### config.mk
export PLATFORM = sky130hd
export DESIGN_NAME = asp_top
export DESIGN_NICKNAME = d
export VERILOG_FILES = /design/src/asp_pkg.sv /design/src/asp_sync.sv /design/src/asp_top.sv
export SDC_FILE = /design/constraint.sdc
export NUM_CORES = 1
export LEC_CHECK = 0
export BUFFER_PORTS_ARGS = -buffer_cell sky130_fd_sc_hd__buf_2
export CAP_MARGIN = 20
export CORE_MARGIN = 4
export CORE_UTILIZATION = 25
export CTS_BUF_LIST = sky130_fd_sc_hd__clkbuf_4 sky130_fd_sc_hd__clkbuf_8 sky130_fd_sc_hd__clkbuf_16
export DETAILED_ROUTE_END_ITERATION = 7
export PLACE_DENSITY = 0.44
export SYNTH_ARGS = -nofsm -noshare
export SYNTH_HDL_FRONTEND = slang
export SYNTH_SLANG_ARGS = --single-unit
### constraint.sdc
create_clock -name mclk_i -period 7.55 [get_ports mclk_i]
set_input_delay 1.51 -clock mclk_i [delete_from_list [all_inputs] [get_ports mclk_i]]
set_output_delay 1.51 -clock mclk_i [all_outputs]
set_load 0.02 [all_outputs]
### src/asp_pkg.sv
// How it works
// - d7 of control a drives bit clock out
// - d6 of control a drives word clock out
// - d5 floats data out between valid bits
// - d4 keeps master clocks during power down
// - d2 enables 3-d effect processing
// - mic field: off, or oversample 128/64/32
// - format field: i2s, dsp, right, left
// - word length field: 16, 20, 24, 32
// - master rate bit: continuous or 256 clocks
// - dac resync on excess group delay drift
// - adc resync on excess group delay drift
// - mute bit soft-mutes channel during resync
// - offset register delays first data bit
// - four overflow flags in bits seven to four
// - flags sticky, cleared when status is read
package asp_pkg;
  // register map
  localparam logic [7:0] ADDR_CTRL_A = 8'h08;
  localparam logic [7:0] ADDR_CTRL_B = 8'h09;
  localparam logic [7:0] ADDR_OFFSET = 8'h0a;
  localparam logic [7:0] ADDR_STATUS = 8'h0b;
  // reset values
  localparam logic [7:0] RST_CTRL_A = 8'h00;
  localparam logic [7:0] RST_CTRL_B = 8'h00;
  localparam logic [7:0] RST_OFFSET = 8'h00;
  localparam logic [3:0] RST_FLAGS = 4'h0;
  localparam logic [3:0] RST_DIVIDER = 4'h1;
  localparam logic [7:0] RDATA_UNMAPPED = 8'h00;
  // control a fields
  localparam int A_BCLK_OUT = 7;
  localparam int A_WCLK_OUT = 6;
  localparam int A_TRISTATE = 5;
  localparam int A_CLK_KEEP = 4;
  localparam int A_EFFECT3D = 2;
  localparam int A_DMIC_HI = 1;
  localparam int A_DMIC_LO = 0;
  // control b fields
  localparam int B_FMT_HI = 7;
  localparam int B_FMT_LO = 6;
  localparam int B_WL_HI = 5;
  localparam int B_WL_LO = 4;
  localparam int B_RATE256 = 3;
  localparam int B_DAC_RESYNC = 2;
  localparam int B_ADC_RESYNC = 1;
  localparam int B_RESYNC_MUTE = 0;
  // status fields
  localparam int S_FLAG_HI = 7;
  localparam int S_FLAG_LO = 4;
  localparam int S_DIV_HI = 3;
  localparam int S_DIV_LO = 0;
  // transfer formats
  localparam logic [1:0] FMT_I2S = 2'h0;
  localparam logic [1:0] FMT_DSP = 2'h1;
  localparam logic [1:0] FMT_RJF = 2'h2;
  localparam logic [1:0] FMT_LJF = 2'h3;
  // word lengths
  localparam logic [1:0] WL_16 = 2'h0;
  localparam logic [1:0] WL_20 = 2'h1;
  localparam logic [1:0] WL_24 = 2'h2;
  localparam logic [1:0] WL_32 = 2'h3;
  localparam logic [5:0] WL_BITS_16 = 6'h10;
  localparam logic [5:0] WL_BITS_20 = 6'h14;
  localparam logic [5:0] WL_BITS_24 = 6'h18;
  localparam logic [5:0] WL_BITS_32 = 6'h20;
  // digital mic codes and oversampling ratios
  localparam logic [1:0] DMIC_OFF = 2'h0;
  localparam logic [1:0] DMIC_128 = 2'h1;
  localparam logic [1:0] DMIC_64 = 2'h2;
  localparam logic [1:0] DMIC_32 = 2'h3;
  localparam logic [7:0] OSR_NONE = 8'h00;
  localparam logic [7:0] OSR_128 = 8'h80;
  localparam logic [7:0] OSR_64 = 8'h40;
  localparam logic [7:0] OSR_32 = 8'h20;
  // frame geometry
  localparam logic [8:0] FRAME_256 = 9'h100;
  localparam logic [9:0] I2S_DELAY = 10'h001;
  localparam logic [8:0] POS_MAX = 9'h1ff;
  // timing
  localparam int CLK_PERIOD_NS = 40;
  localparam int BCLK_HALF_CYC = 2;
  localparam int RESYNC_MUTE_NS = 640;
  localparam int RESYNC_MUTE_CYC =
    (RESYNC_MUTE_NS + CLK_PERIOD_NS - 1) / CLK_PERIOD_NS;
endpackage

### src/asp_sync.sv
`timescale 1ns/10ps
module asp_sync #(
  parameter int WIDTH = 1
) (
  // clock and reset
  input wire logic mclk_i,
  input wire logic reset_n_i,
  // async in, synced out
  input wire logic [WIDTH-1:0] async_i,
  output logic [WIDTH-1:0] sync_o
);
  logic [WIDTH-1:0] meta_ff;
  logic [WIDTH-1:0] sync_ff;

  genvar gi;
  generate
    for (gi = 0; gi < WIDTH; gi++) begin : g_bit
      always_ff @(posedge mclk_i or negedge reset_n_i) begin
        if (!reset_n_i) begin
          meta_ff[gi] <= 1'b0;
          sync_ff[gi] <= 1'b0;
        end else begin
          meta_ff[gi] <= async_i[gi];
          sync_ff[gi] <= meta_ff[gi];
        end
      end
    end
  endgenerate

  assign sync_o = sync_ff;
endmodule // asp_sync

### src/asp_top.sv
`timescale 1ns/10ps
module asp_top
  import asp_pkg::*;
(
  // clock and reset
  input wire logic mclk_i,
  input wire logic reset_n_i,
  // register port
  input wire logic reg_wr_i,
  input wire logic reg_rd_i,
  input wire logic [7:0] reg_addr_i,
  input wire logic [7:0] reg_wdata_i,
  output logic [7:0] reg_rdata_o,
  // codec state and converter events
  input wire logic codec_pwr_dn_i,
  input wire logic [3:0] ovf_evt_i,
  input wire logic dac_drift_i,
  input wire logic adc_drift_i,
  // serial pins
  input wire logic bclk_i,
  output logic bclk_o,
  output logic bclk_oe_o,
  input wire logic wclk_i,
  output logic wclk_o,
  output logic wclk_oe_o,
  input wire logic din_i,
  output logic dout_o,
  output logic dout_oe_o,
  // playback samples
  input wire logic [31:0] tx_left_i,
  input wire logic [31:0] tx_right_i,
  output logic tx_take_o,
  // record samples
  output logic [31:0] rx_left_o,
  output logic [31:0] rx_right_o,
  output logic rx_valid_o,
  // configuration to the datapath
  output logic effect3d_en_o,
  output logic [7:0] dmic_osr_o,
  output logic [1:0] fmt_o,
  output logic [5:0] word_len_o,
  output logic [3:0] pll_r_o,
  // resync control
  output logic dac_resync_o,
  output logic adc_resync_o,
  output logic dac_mute_o,
  output logic adc_mute_o
);
  localparam logic [4:0] MUTE_LOAD = 5'(RESYNC_MUTE_CYC);
  localparam logic [1:0] DIV_LAST = 2'(BCLK_HALF_CYC - 1);

  function automatic logic [5:0] wl_bits(input logic [1:0] code);
    logic [5:0] r;
    r = WL_BITS_16;
    unique case (code)
      WL_16: r = WL_BITS_16;
      WL_20: r = WL_BITS_20;
      WL_24: r = WL_BITS_24;
      WL_32: r = WL_BITS_32;
    endcase
    return r;
  endfunction

  // {valid, right channel, bit index} for a frame position
  function automatic logic [6:0] win_pos(input logic [8:0] pos,
      input logic chan, input logic [1:0] fmt, input logic [7:0] off,
      input logic [5:0] wl, input logic [8:0] half);
    logic [9:0] st;
    logic [9:0] rel;
    logic [9:0] k;
    logic rt;
    logic ok;
    st = {2'h0, off};
    rt = chan;
    unique case (fmt)
      FMT_I2S: st = st + I2S_DELAY;
      FMT_LJF: st = st;
      FMT_RJF: st = st + {1'b0, half} - {4'h0, wl};
      FMT_DSP: begin
        rt = ({1'b0, pos} >= st + {4'h0, wl});
        if (rt) begin
          st = st + {4'h0, wl};
        end
      end
    endcase
    rel = {1'b0, pos} - st;
    ok = ({1'b0, pos} >= st) && (rel < {4'h0, wl});
    k = {4'h0, wl} - I2S_DELAY - rel;
    return {ok, rt, k[4:0]};
  endfunction

  // register state
  logic [7:0] ctrl_a_ff, nxt_ctrl_a;
  logic [7:0] ctrl_b_ff, nxt_ctrl_b;
  logic [7:0] offset_ff, nxt_offset;
  logic [3:0] flags_ff, nxt_flags;
  logic [3:0] div_r_ff, nxt_div_r;
  logic [7:0] rdata_ff, nxt_rdata;
  logic [5:0] wl_ff, nxt_wl;
  logic [7:0] osr_ff, nxt_osr;

  always_comb begin
    nxt_ctrl_a = ctrl_a_ff;
    nxt_ctrl_b = ctrl_b_ff;
    nxt_offset = offset_ff;
    nxt_div_r = div_r_ff;
    nxt_rdata = rdata_ff;
    nxt_flags = flags_ff;
    if (reg_wr_i) begin
      unique case (reg_addr_i)
        ADDR_CTRL_A: nxt_ctrl_a = reg_wdata_i;
        ADDR_CTRL_B: nxt_ctrl_b = reg_wdata_i;
        ADDR_OFFSET: nxt_offset = reg_wdata_i;
        ADDR_STATUS: nxt_div_r = reg_wdata_i[S_DIV_HI:S_DIV_LO];
        default: ;
      endcase
    end
    if (reg_rd_i) begin
      unique case (reg_addr_i)
        ADDR_CTRL_A: nxt_rdata = ctrl_a_ff;
        ADDR_CTRL_B: nxt_rdata = ctrl_b_ff;
        ADDR_OFFSET: nxt_rdata = offset_ff;
        ADDR_STATUS: nxt_rdata = {flags_ff, div_r_ff};
        default: nxt_rdata = RDATA_UNMAPPED;
      endcase
      if (reg_addr_i == ADDR_STATUS) begin
        nxt_flags = RST_FLAGS;
      end
    end
    nxt_flags = nxt_flags | ovf_evt_i;
    nxt_wl = wl_bits(ctrl_b_ff[B_WL_HI:B_WL_LO]);
    nxt_osr = OSR_NONE;
    unique case (ctrl_a_ff[A_DMIC_HI:A_DMIC_LO])
      DMIC_OFF: nxt_osr = OSR_NONE;
      DMIC_128: nxt_osr = OSR_128;
      DMIC_64: nxt_osr = OSR_64;
      DMIC_32: nxt_osr = OSR_32;
    endcase
  end

  always_ff @(posedge mclk_i or negedge reset_n_i) begin
    if (!reset_n_i) begin
      ctrl_a_ff <= RST_CTRL_A;
      ctrl_b_ff <= RST_CTRL_B;
      offset_ff <= RST_OFFSET;
      flags_ff <= RST_FLAGS;
      div_r_ff <= RST_DIVIDER;
      rdata_ff <= RDATA_UNMAPPED;
      wl_ff <= WL_BITS_16;
      osr_ff <= OSR_NONE;
    end else begin
      ctrl_a_ff <= nxt_ctrl_a;
      ctrl_b_ff <= nxt_ctrl_b;
      offset_ff <= nxt_offset;
      flags_ff <= nxt_flags;
      div_r_ff <= nxt_div_r;
      rdata_ff <= nxt_rdata;
      wl_ff <= nxt_wl;
      osr_ff <= nxt_osr;
    end
  end

  // pin synchronisers and slave edge detect
  logic [2:0] pins_s;
  logic bclk_d_ff;
  asp_sync #(.WIDTH(3)) u_sync (
    .mclk_i(mclk_i),
    .reset_n_i(reset_n_i),
    .async_i({din_i, wclk_i, bclk_i}),
    .sync_o(pins_s)
  );

  always_ff @(posedge mclk_i or negedge reset_n_i) begin
    if (!reset_n_i) begin
      bclk_d_ff <= 1'b0;
    end else begin
      bclk_d_ff <= pins_s[0];
    end
  end

  // master bit clock generator
  logic [1:0] div_ff, nxt_div;
  logic bclk_gen_ff, nxt_bclk_gen;
  logic run;
  logic gen_rise;
  logic gen_fall;

  always_comb begin
    run = !codec_pwr_dn_i || ctrl_a_ff[A_CLK_KEEP];
    nxt_div = div_ff + 2'h1;
    nxt_bclk_gen = bclk_gen_ff;
    gen_rise = 1'b0;
    gen_fall = 1'b0;
    if (!run || !ctrl_a_ff[A_BCLK_OUT]) begin
      nxt_div = 2'h0;
      nxt_bclk_gen = 1'b0;
    end else if (div_ff == DIV_LAST) begin
      nxt_div = 2'h0;
      nxt_bclk_gen = !bclk_gen_ff;
      gen_rise = !bclk_gen_ff;
      gen_fall = bclk_gen_ff;
    end
  end

  always_ff @(posedge mclk_i or negedge reset_n_i) begin
    if (!reset_n_i) begin
      div_ff <= 2'h0;
      bclk_gen_ff <= 1'b0;
    end else begin
      div_ff <= nxt_div;
      bclk_gen_ff <= nxt_bclk_gen;
    end
  end

  // frame engine
  logic [8:0] cpos_ff, nxt_cpos;
  logic chan_ff, nxt_chan;
  logic wprev_ff, nxt_wprev;
  logic wclk_out_ff, nxt_wclk_out;
  logic dout_ff, nxt_dout;
  logic dout_oe_ff, nxt_dout_oe;
  logic [31:0] tx_l_ff, nxt_tx_l;
  logic [31:0] tx_r_ff, nxt_tx_r;
  logic take_ff, nxt_take;
  logic [31:0] rx_l_ff, nxt_rx_l;
  logic [31:0] rx_r_ff, nxt_rx_r;
  logic [31:0] rx_lo_ff, nxt_rx_lo;
  logic [31:0] rx_ro_ff, nxt_rx_ro;
  logic rx_vld_ff, nxt_rx_vld;

  logic rise_ev;
  logic fall_ev;
  logic w_lvl;
  logic is_dsp;
  logic bound;
  logic wrap;
  logic [8:0] frame_len;
  logic [8:0] half_len;
  logic [8:0] period;
  logic [8:0] np;
  logic nchan;
  logic [6:0] rw;
  logic [6:0] tw;
  logic [31:0] src;
  logic [1:0] fmt;

  always_comb begin
    fmt = ctrl_b_ff[B_FMT_HI:B_FMT_LO];
    is_dsp = (fmt == FMT_DSP);
    rise_ev = ctrl_a_ff[A_BCLK_OUT] ? gen_rise :
              (pins_s[0] && !bclk_d_ff);
    fall_ev = ctrl_a_ff[A_BCLK_OUT] ? gen_fall :
              (!pins_s[0] && bclk_d_ff);
    w_lvl = ctrl_a_ff[A_WCLK_OUT] ? wclk_out_ff : pins_s[1];
    frame_len = {2'h0, wl_ff, 1'b0};
    if (ctrl_a_ff[A_BCLK_OUT] && ctrl_b_ff[B_RATE256]) begin
      frame_len = FRAME_256;
    end
    half_len = {1'b0, frame_len[8:1]};
    period = is_dsp ? frame_len : half_len;
    nxt_cpos = cpos_ff;
    nxt_chan = chan_ff;
    nxt_wprev = wprev_ff;
    nxt_wclk_out = wclk_out_ff;
    nxt_dout = dout_ff;
    nxt_dout_oe = dout_oe_ff;
    nxt_tx_l = tx_l_ff;
    nxt_tx_r = tx_r_ff;
    nxt_take = 1'b0;
    nxt_rx_l = rx_l_ff;
    nxt_rx_r = rx_r_ff;
    nxt_rx_lo = rx_lo_ff;
    nxt_rx_ro = rx_ro_ff;
    nxt_rx_vld = 1'b0;
    bound = is_dsp ? (w_lvl && !wprev_ff) : (w_lvl != wprev_ff);
    wrap = ({1'b0, cpos_ff} + 10'h001) >= {1'b0, period};
    np = wrap ? 9'h000 : cpos_ff + 9'h001;
    nchan = (wrap && !is_dsp) ? !chan_ff : chan_ff;
    rw = 7'h00;
    tw = win_pos(np, nchan, fmt, offset_ff, wl_ff, half_len);
    src = tw[5] ? tx_r_ff : tx_l_ff;
    // sample on rise, resync position to the word clock
    if (rise_ev) begin
      nxt_wprev = w_lvl;
      if (bound) begin
        nxt_cpos = 9'h000;
      end else if (cpos_ff != POS_MAX) begin
        nxt_cpos = cpos_ff + 9'h001;
      end
      nxt_chan = (fmt == FMT_I2S) ? w_lvl : !w_lvl;
      rw = win_pos(nxt_cpos, nxt_chan, fmt, offset_ff, wl_ff, half_len);
      if (rw[6]) begin
        if (rw[5]) begin
          nxt_rx_r[rw[4:0]] = pins_s[2];
        end else begin
          nxt_rx_l[rw[4:0]] = pins_s[2];
        end
        if (rw[5] && rw[4:0] == 5'h00) begin
          nxt_rx_lo = rx_l_ff;
          nxt_rx_ro = nxt_rx_r;
          nxt_rx_vld = 1'b1;
        end
      end
    end
    // drive on fall for the predicted next position
    if (fall_ev) begin
      if (np == 9'h000 && (is_dsp || !nchan)) begin
        nxt_tx_l = tx_left_i;
        nxt_tx_r = tx_right_i;
        nxt_take = 1'b1;
        src = tw[5] ? tx_right_i : tx_left_i;
      end
      nxt_dout = tw[6] && src[tw[4:0]];
      nxt_dout_oe = tw[6] || !ctrl_a_ff[A_TRISTATE];
      if (ctrl_a_ff[A_WCLK_OUT]) begin
        unique case (fmt)
          FMT_I2S: nxt_wclk_out = nchan;
          FMT_DSP: nxt_wclk_out = (np == 9'h000);
          FMT_RJF: nxt_wclk_out = !nchan;
          FMT_LJF: nxt_wclk_out = !nchan;
        endcase
      end
    end
    if (!ctrl_a_ff[A_TRISTATE]) begin
      nxt_dout_oe = 1'b1;
    end
  end

  always_ff @(posedge mclk_i or negedge reset_n_i) begin
    if (!reset_n_i) begin
      cpos_ff <= 9'h000;
      chan_ff <= 1'b0;
      wprev_ff <= 1'b0;
      wclk_out_ff <= 1'b0;
      dout_ff <= 1'b0;
      dout_oe_ff <= 1'b1;
      tx_l_ff <= 32'h0000_0000;
      tx_r_ff <= 32'h0000_0000;
      take_ff <= 1'b0;
      rx_l_ff <= 32'h0000_0000;
      rx_r_ff <= 32'h0000_0000;
      rx_lo_ff <= 32'h0000_0000;
      rx_ro_ff <= 32'h0000_0000;
      rx_vld_ff <= 1'b0;
    end else begin
      cpos_ff <= nxt_cpos;
      chan_ff <= nxt_chan;
      wprev_ff <= nxt_wprev;
      wclk_out_ff <= nxt_wclk_out;
      dout_ff <= nxt_dout;
      dout_oe_ff <= nxt_dout_oe;
      tx_l_ff <= nxt_tx_l;
      tx_r_ff <= nxt_tx_r;
      take_ff <= nxt_take;
      rx_l_ff <= nxt_rx_l;
      rx_r_ff <= nxt_rx_r;
      rx_lo_ff <= nxt_rx_lo;
      rx_ro_ff <= nxt_rx_ro;
      rx_vld_ff <= nxt_rx_vld;
    end
  end

  // converter resync, index 0 dac, 1 adc
  logic [1:0] rs_ff, nxt_rs;
  logic [1:0] mute_ff, nxt_mute;
  logic [4:0] mcnt_ff [2];
  logic [4:0] nxt_mcnt [2];
  logic [1:0] drift;
  logic [1:0] rs_en;

  always_comb begin
    drift = {adc_drift_i, dac_drift_i};
    rs_en = {ctrl_b_ff[B_ADC_RESYNC], ctrl_b_ff[B_DAC_RESYNC]};
    for (int i = 0; i < 2; i++) begin
      nxt_rs[i] = drift[i] && rs_en[i];
      nxt_mcnt[i] = mcnt_ff[i];
      if (nxt_rs[i] && ctrl_b_ff[B_RESYNC_MUTE]) begin
        nxt_mcnt[i] = MUTE_LOAD;
      end else if (mcnt_ff[i] != 5'h00) begin
        nxt_mcnt[i] = mcnt_ff[i] - 5'h01;
      end
      nxt_mute[i] = (nxt_mcnt[i] != 5'h00);
    end
  end

  always_ff @(posedge mclk_i or negedge reset_n_i) begin
    if (!reset_n_i) begin
      rs_ff <= 2'h0;
      mute_ff <= 2'h0;
      mcnt_ff[0] <= 5'h00;
      mcnt_ff[1] <= 5'h00;
    end else begin
      rs_ff <= nxt_rs;
      mute_ff <= nxt_mute;
      mcnt_ff[0] <= nxt_mcnt[0];
      mcnt_ff[1] <= nxt_mcnt[1];
    end
  end

  assign reg_rdata_o = rdata_ff;
  assign bclk_o = bclk_gen_ff;
  assign bclk_oe_o = ctrl_a_ff[A_BCLK_OUT];
  assign wclk_o = wclk_out_ff;
  assign wclk_oe_o = ctrl_a_ff[A_WCLK_OUT];
  assign dout_o = dout_ff;
  assign dout_oe_o = dout_oe_ff;
  assign tx_take_o = take_ff;
  assign rx_left_o = rx_lo_ff;
  assign rx_right_o = rx_ro_ff;
  assign rx_valid_o = rx_vld_ff;
  assign effect3d_en_o = ctrl_a_ff[A_EFFECT3D];
  assign dmic_osr_o = osr_ff;
  assign fmt_o = ctrl_b_ff[B_FMT_HI:B_FMT_LO];
  assign word_len_o = wl_ff;
  assign pll_r_o = div_r_ff;
  assign dac_resync_o = rs_ff[0];
  assign adc_resync_o = rs_ff[1];
  assign dac_mute_o = mute_ff[0];
  assign adc_mute_o = mute_ff[1];
endmodule // asp_top

==> results of run 1 <==
==> logic make-up after synthesis <==
kind of cell | Yosys count | synth area share
AND/OR/NAND/NOR | 445 | 0.129
multiplexers | 279 | 0.197
flip-flops | 278 | 0.426
AO/OA/AOI/OAI | 241 | 0.104
buffers and inverters | 144 | 0.0402
adder cells (fa/ha/maj) | 87 | 0.0699
XOR/XNOR | 61 | 0.0340
other | 1 | 0.000230
==> worst min-delay path by stage <==
stage                                      end  slack [ps]  depth (start not counted)
finish              u_sync.sync_o[2]$_DFF_PN0_         350                          0
global route        u_sync.sync_o[2]$_DFF_PN0_         360                          0
CTS                 u_sync.sync_o[2]$_DFF_PN0_         350                          0
detailed placement  u_sync.sync_o[2]$_DFF_PN0_         340                          0
global placement    u_sync.sync_o[2]$_DFF_PN0_         330                          0
floorplan           u_sync.sync_o[0]$_DFF_PN0_         330                          0
==> stage by stage <==
step | instance area, µm² | power (mW) | setup TNS [ps] | cells
2_1_floorplan | 16300 | 3.40 | 0 | 1542
3_3_place_gp | 18500 | 4.16 | 0 | 2569
3_5_place_dp | 18500 | 4.18 | 0 | 2569
4_1_cts | 19700 | 6.02 | 0 | 2632
5_1_grt | 19800 | 6.35 | -77.0 | 2634
6_report | 19800 | 5.95 | 0 | 2634
==> sequential cells by signal (all words and copies together), names as in the netlist, 9 cells and up <==
signal      count
cpos_ff         9
mcnt_ff        10
rx_l_ff        32
rx_left_o      32
rx_r_ff        31
rx_right_o     32
tx_l_ff        32
tx_r_ff        32
==> layout make-up <==
cell class	instances	area, µm²	share of cell area
clock buffer	52	1080	0.0545
sequential	278	6970	0.352
multi-input combinational	1120	8790	0.445
timing repair buffer	250	1450	0.0732
inverter	67	251	0.0127
clock inverter	11	168	0.00848
tap	855	1070	0.0541
antenna	1	2.50	0.000127
==> metal layers <==
| layer | vias up | global-route usage | wire (µm) |
|---|---|---|---|
| li1 | 5893 | - | - |
| met1 | 6207 | 0.183 | 22600 |
| met3 | 78 | 0.0216 | 1600 |
| met4 | 0 | 0.0449 | 1330 |
| met2 | 222 | 0.243 | 25100 |
| met5 | - | 0 | 0 |
==> worst max-delay path, delay by kind of cell (launching register included) <==
kind | cells | cell delay, ps
flip-flops | 1 | 350
buffers and inverters | 6 | 970
AND/OR/NAND/NOR | 13 | 1950
adder cells (fa/ha/maj) | 6 | 1720
XOR/XNOR | 1 | 250
AO/OA/AOI/OAI | 12 | 1690
==> power by group through the flow <==
stage                     logic, mW  clock network, mW  registers, mW
final                          2.32               1.79           1.84
after global placement         2.30                  0           1.86
after detailed placement       2.32                  0           1.86
after global routing           2.57               1.91           1.87
after floorplan                1.56                  0           1.84
after CTS                      2.33               1.85           1.84
==> timing repair <==
item,4_1_cts,5_1_grt
setup endpoints to repair,0,81
hold buffers,0,0
gates resized for setup,0,17
buffers inserted,0,1
==> placed cells by master (no fill, tap or decap), drive strengths merged, types with 6 or more instances in the layout <==
cell      n
o21bai    6
nand4    18
o21ai    50
mux2i    15
nor2    180
or3       7
and3      7
a21o     20
a211oi   15
xor2     15
o21a      6
nand2    94
xnor2    45
fa        7
a31o      9
inv      68
or2       9
buf     250
nand3    47
a221o     8
nor3     26
conb      7
and2      8
a21oi    51
mux2    256
a221oi   17
dfrtp   275
nor2b    20
nand2b   18
a31oi     9
o211ai    7
mux4      8
ha       80
clkbuf   52
==> flow_summary.json, run 1 <==
{
  "crit_end": "dout_o$_DFFE_PN0P_",
  "clk_latency_ps": 550,
  "cp_max_fo": 7,
  "drv_cap": 0,
  "cts_tree": "built",
  "max_freq_mhz": 143,
  "cp-startpoint": "cpos_ff[0]$_DFFE_PN0P_",
  "synth-edff-count": 0,
  "route.vias.total": 12400,
  "critPathSlowestCell": "or3_1",
  "ys.flop_type": "dfrtp_1",
  "gp_congestion": 0.866,
  "clock-sinks": 278,
  "pre_cts_ws_ps": 195,
  "drt_first_pass_iters": 5,
  "hpwl_um": 37300,
  "path_clk_slew_ps": 60,
  "drive_above_1_share": 0.350,
  "synth_cells": 1536,
  "grt_pass1_wl_um": 78500,
  "ys_types": 85,
  "grt_pass1_vias": 13100,
  "period_minus_slack_ps": 6990,
  "timing.final.max_slew_violations": 0,
  "synth_common_cells": "dfrtp_1 (275), mux2_2 (249), nor2_1 (179)",
  "reg2reg_to": "dout_o$_DFFE_PN0P_",
  "routed_wirelength_um": 50600,
  "peakVddDrop_mv": 0.176,
  "vias_per_cell": 4.71,
  "fin_ws_ps": 559,
  "core_region_area_um2": 64600,
  "syn_area_per_cell_um2": 10.6,
  "cp-start-kind": "flop",
  "synth_top_cell_area_share": 0.422,
  "hold_class": "flop to flop",
  "hold_start": "u_sync.meta_ff[2]$_DFF_PN0_",
  "portBuffers": 191,
  "status": "complete, no violations",
  "sequentialPowerShare": 0.309,
  "powerDensity_nw_per_um2": 301,
  "rsz0062_at_grt": "yes",
  "post-route-drc-count": 0,
  "start_util": 0.253,
  "critPathRequiredTime_ps": 8030,
  "htree_levels": 2,
  "die_x_um": 264,
  "relSlewSlack": 0.355,
  "synth_area_leaders": "dfrtp_1 (42%), mux2_2 (17%), ha_1 (6.1%)",
  "fin_skew_ps": 28.4,
  "switching_share": 0.372,
  "ys_warn_count": 0,
  "p_sw_mw": 2.22,
  "root_buffer": "clkbuf_16",
  "period_share": 0.926,
  "power_frac_comb": 0.390,
  "die_h_um": 264,
  "syn_area_um2": 16300,
  "grt_max_degree": 159,
  "cts_buffers": 36,
  "p_int_mw": 3.74,
  "routedWlPerCell_um": 19.2,
  "fin_hold_ws_ps": 347,
  "pin_count": 199,
  "fp.dieArea_um2": 69400,
  "nFillCells": 6749,
  "setup_viol": 0,
  "crit_type": "flop to flop",
  "yosysSeqAreaShare": 0.426,
  "detail-route-antenna-nets": 0,
  "reg2reg_slack_ps": 560,
  "r2r_start": "cpos_ff[0]$_DFFE_PN0P_",
  "worstMarginPinSlew_ps": 967,
  "syn2layout_area_growth_pct": 21.1,
  "antenna_found_initial": 1,
  "post-route-util": 0.306,
  "drt_iter0_markers": 556,
  "final_hold_viol_count": 0,
  "p_clk_frac": 0.301,
  "ys_ff_latch": 278,
  "r2r_cells": 38,
  "yosysMostFrequentCell": "dfrtp_1",
  "power_leakage_nw": 9.37,
  "cpPeakStageDelay_ps": 460,
  "cp.arrival_ps": 7470,
  "crit_path_end_kind": "flop",
  "final_net_count": 1934,
  "cts_buffer_depth": 3,
  "fp-row-count": 93,
  "async_flop_share": 1.00,
  "synth_top_area_cell": "dfrtp_1",
  "grt-ovfl-total": 0,
  "grtUsageTotal": 0.141
}
Power figures use the tool's default switching activity.
==> run 2, diff against run 1 <==
--- a/config.mk
+++ b/config.mk
@@ -11,7 +11,7 @@
 export CORE_UTILIZATION = 25
 export CTS_BUF_LIST = sky130_fd_sc_hd__clkbuf_4 sky130_fd_sc_hd__clkbuf_8 sky130_fd_sc_hd__clkbuf_16
 export DETAILED_ROUTE_END_ITERATION = 7
-export PLACE_DENSITY = 0.44
+export PLACE_DENSITY = 0.47
 export SYNTH_ARGS = -nofsm -noshare
 export SYNTH_HDL_FRONTEND = slang
 export SYNTH_SLANG_ARGS = --single-unit
==> flow_summary.json, run 2 (synthesis gave the netlist of run 1 again) <==
{
  "nFillCells": 6633,
  "portBuffers": 191,
  "power_leakage_nw": 9.32,
  "core_region_area_um2": 64600,
  "ctsHoldBuffers": 0,
  "detail-route-antenna-nets": 0,
  "critPathBufInv": 3,
  "root_buffer": "clkbuf_16",
  "pin_count": 199,
  "drive_above_1_share": 0.353,
  "routedWlPerCell_um": 19.1,
  "peakVddDrop_mv": 0.184,
  "gp_congestion": 0.856,
  "clock-sinks": 278,
  "cpPeakStageDelay_ps": 370,
  "final_net_count": 1927,
  "critPathSlowestCell": "xnor2_2",
  "die_h_um": 264,
  "htree_levels": 2,
  "die_x_um": 264,
  "fp.dieArea_um2": 69400,
  "grt-ovfl-total": 0,
  "pre_cts_ws_ps": -59.2,
  "crit_family": "compound AO/OA/AOI/OAI gates",
  "max_freq_mhz": 140,
  "crit_type": "flop to flop",
  "route.vias.total": 12500,
  "period_minus_slack_ps": 7120,
  "drv_cap": 0,
  "grt_max_degree": 110,
  "p_total_mw": 5.85,
  "grt_pass1_wl_um": 78300,
  "drt_first_pass_iters": 5,
  "relSlewSlack": 0.307,
  "timing.final.max_slew_violations": 0,
  "final_cell_mix": "dfrtp_1 (273), mux2_2 (249), buf_2 (190)",
  "critPathRequiredTime_ps": 7950,
  "hpwl_um": 36800,
  "period_share": 0.944,
  "cp.arrival_ps": 7530,
  "syn2layout_area_growth_pct": 20.8,
  "fin_hold_ws_ps": 351,
  "status": "complete, no violations",
  "crit_path_end_kind": "flop",
  "clk_latency_ps": 540,
  "rsz0062_at_grt": "yes",
  "final_common_cell": "dfrtp_1",
  "antenna_found_initial": 4,
  "powerDensity_nw_per_um2": 297,
  "final_hold_viol_count": 0,
  "post-route-drc-count": 0,
  "cts_buffers": 34,
  "cp-start-kind": "flop",
  "drt_iter0_markers": 753,
  "setup_viol": 0,
  "vias_per_cell": 4.74,
  "cp_max_fo": 8,
  "grt_pass1_vias": 13200,
  "worstMarginPinSlew_ps": 1030,
  "fin_ws_ps": 426,
  "hold_class": "flop to flop",
  "cts_buffer_depth": 3,
  "start_util": 0.253,
  "fp-row-count": 93,
  "crit_top_cell": "a21o_1",
  "fin_skew_ps": 32.6,
  "routed_wirelength_um": 50100,
  "cts_tree": "built",
  "path_clk_slew_ps": 60,
  "grtUsageTotal": 0.141
}
==> run 2: path summary, 6_finish.rpt <==
check | start | end | slack (ps) | cells past startpoint
hold / removal | u_sync.meta_ff[2]$_DFF_PN0_ | u_sync.sync_o[2]$_DFF_PN0_ | 350 | 0
setup / recovery | cpos_ff[0]$_DFFE_PN0P_ | rx_right_o[5]$_DFFE_PN0P_ | 430 | 34
max in group asynchronous | reset_n_i | tx_r_ff[19]$_DFFE_PN0P_ | 5310 | 3
hold reg to reg | u_sync.meta_ff[2]$_DFF_PN0_ | u_sync.sync_o[2]$_DFF_PN0_ | 350 | 0
setup reg to reg | cpos_ff[0]$_DFFE_PN0P_ | rx_right_o[5]$_DFFE_PN0P_ | 430 | 34
min in group asynchronous | reset_n_i | rx_l_ff[12]$_DFFE_PN0P_ | 1020 | 1
==> run 2: where the power goes <==
part,switching [mW],internal (mW),total (mW)
logic,1.42,0.914,2.33
registers,0.127,1.71,1.84
clock network,0.675,1.00,1.68
==> run 2: layout make-up <==
cell class | instances | area, µm² | area share
Antenna cell | 2 | 5.00 | 0.000254
Clock buffer | 49 | 1010 | 0.0510
Clock inverter | 11 | 138 | 0.00698
Inverter | 67 | 251 | 0.0128
Multi-Input combinational cell | 1120 | 8850 | 0.449
Sequential cell | 278 | 6960 | 0.353
Tap cell | 855 | 1070 | 0.0543
Timing Repair Buffer | 245 | 1430 | 0.0725
==> run 2: per-stage QoR <==
step	instance area, µm²	instances	setup TNS, ps	utilization
2_1_floorplan	16300	1542	0	-
3_3_place_gp	18400	2562	0	0.285
3_5_place_dp	18400	2562	-1860	0.285
4_1_cts	19600	2623	0	0.303
5_1_grt	19700	2627	-533	0.305
6_report	19700	2627	0	0.305
==> run 2: repair_timing <==
item                       CTS  global route
setup endpoints to repair   58           130
setup buffers                1             1
cloned                       0             0
resized for setup            2            25
pin swaps                    1             1
==> run 2: metal layers <==
metal,vias to the layer above,share of wire,track usage
met4,4,0.033,0.0449
met1,6187,0.44,0.181
met3,92,0.040,0.0233
met2,283,0.49,0.241
met5,-,0.00044,0
li1,5890,-,-
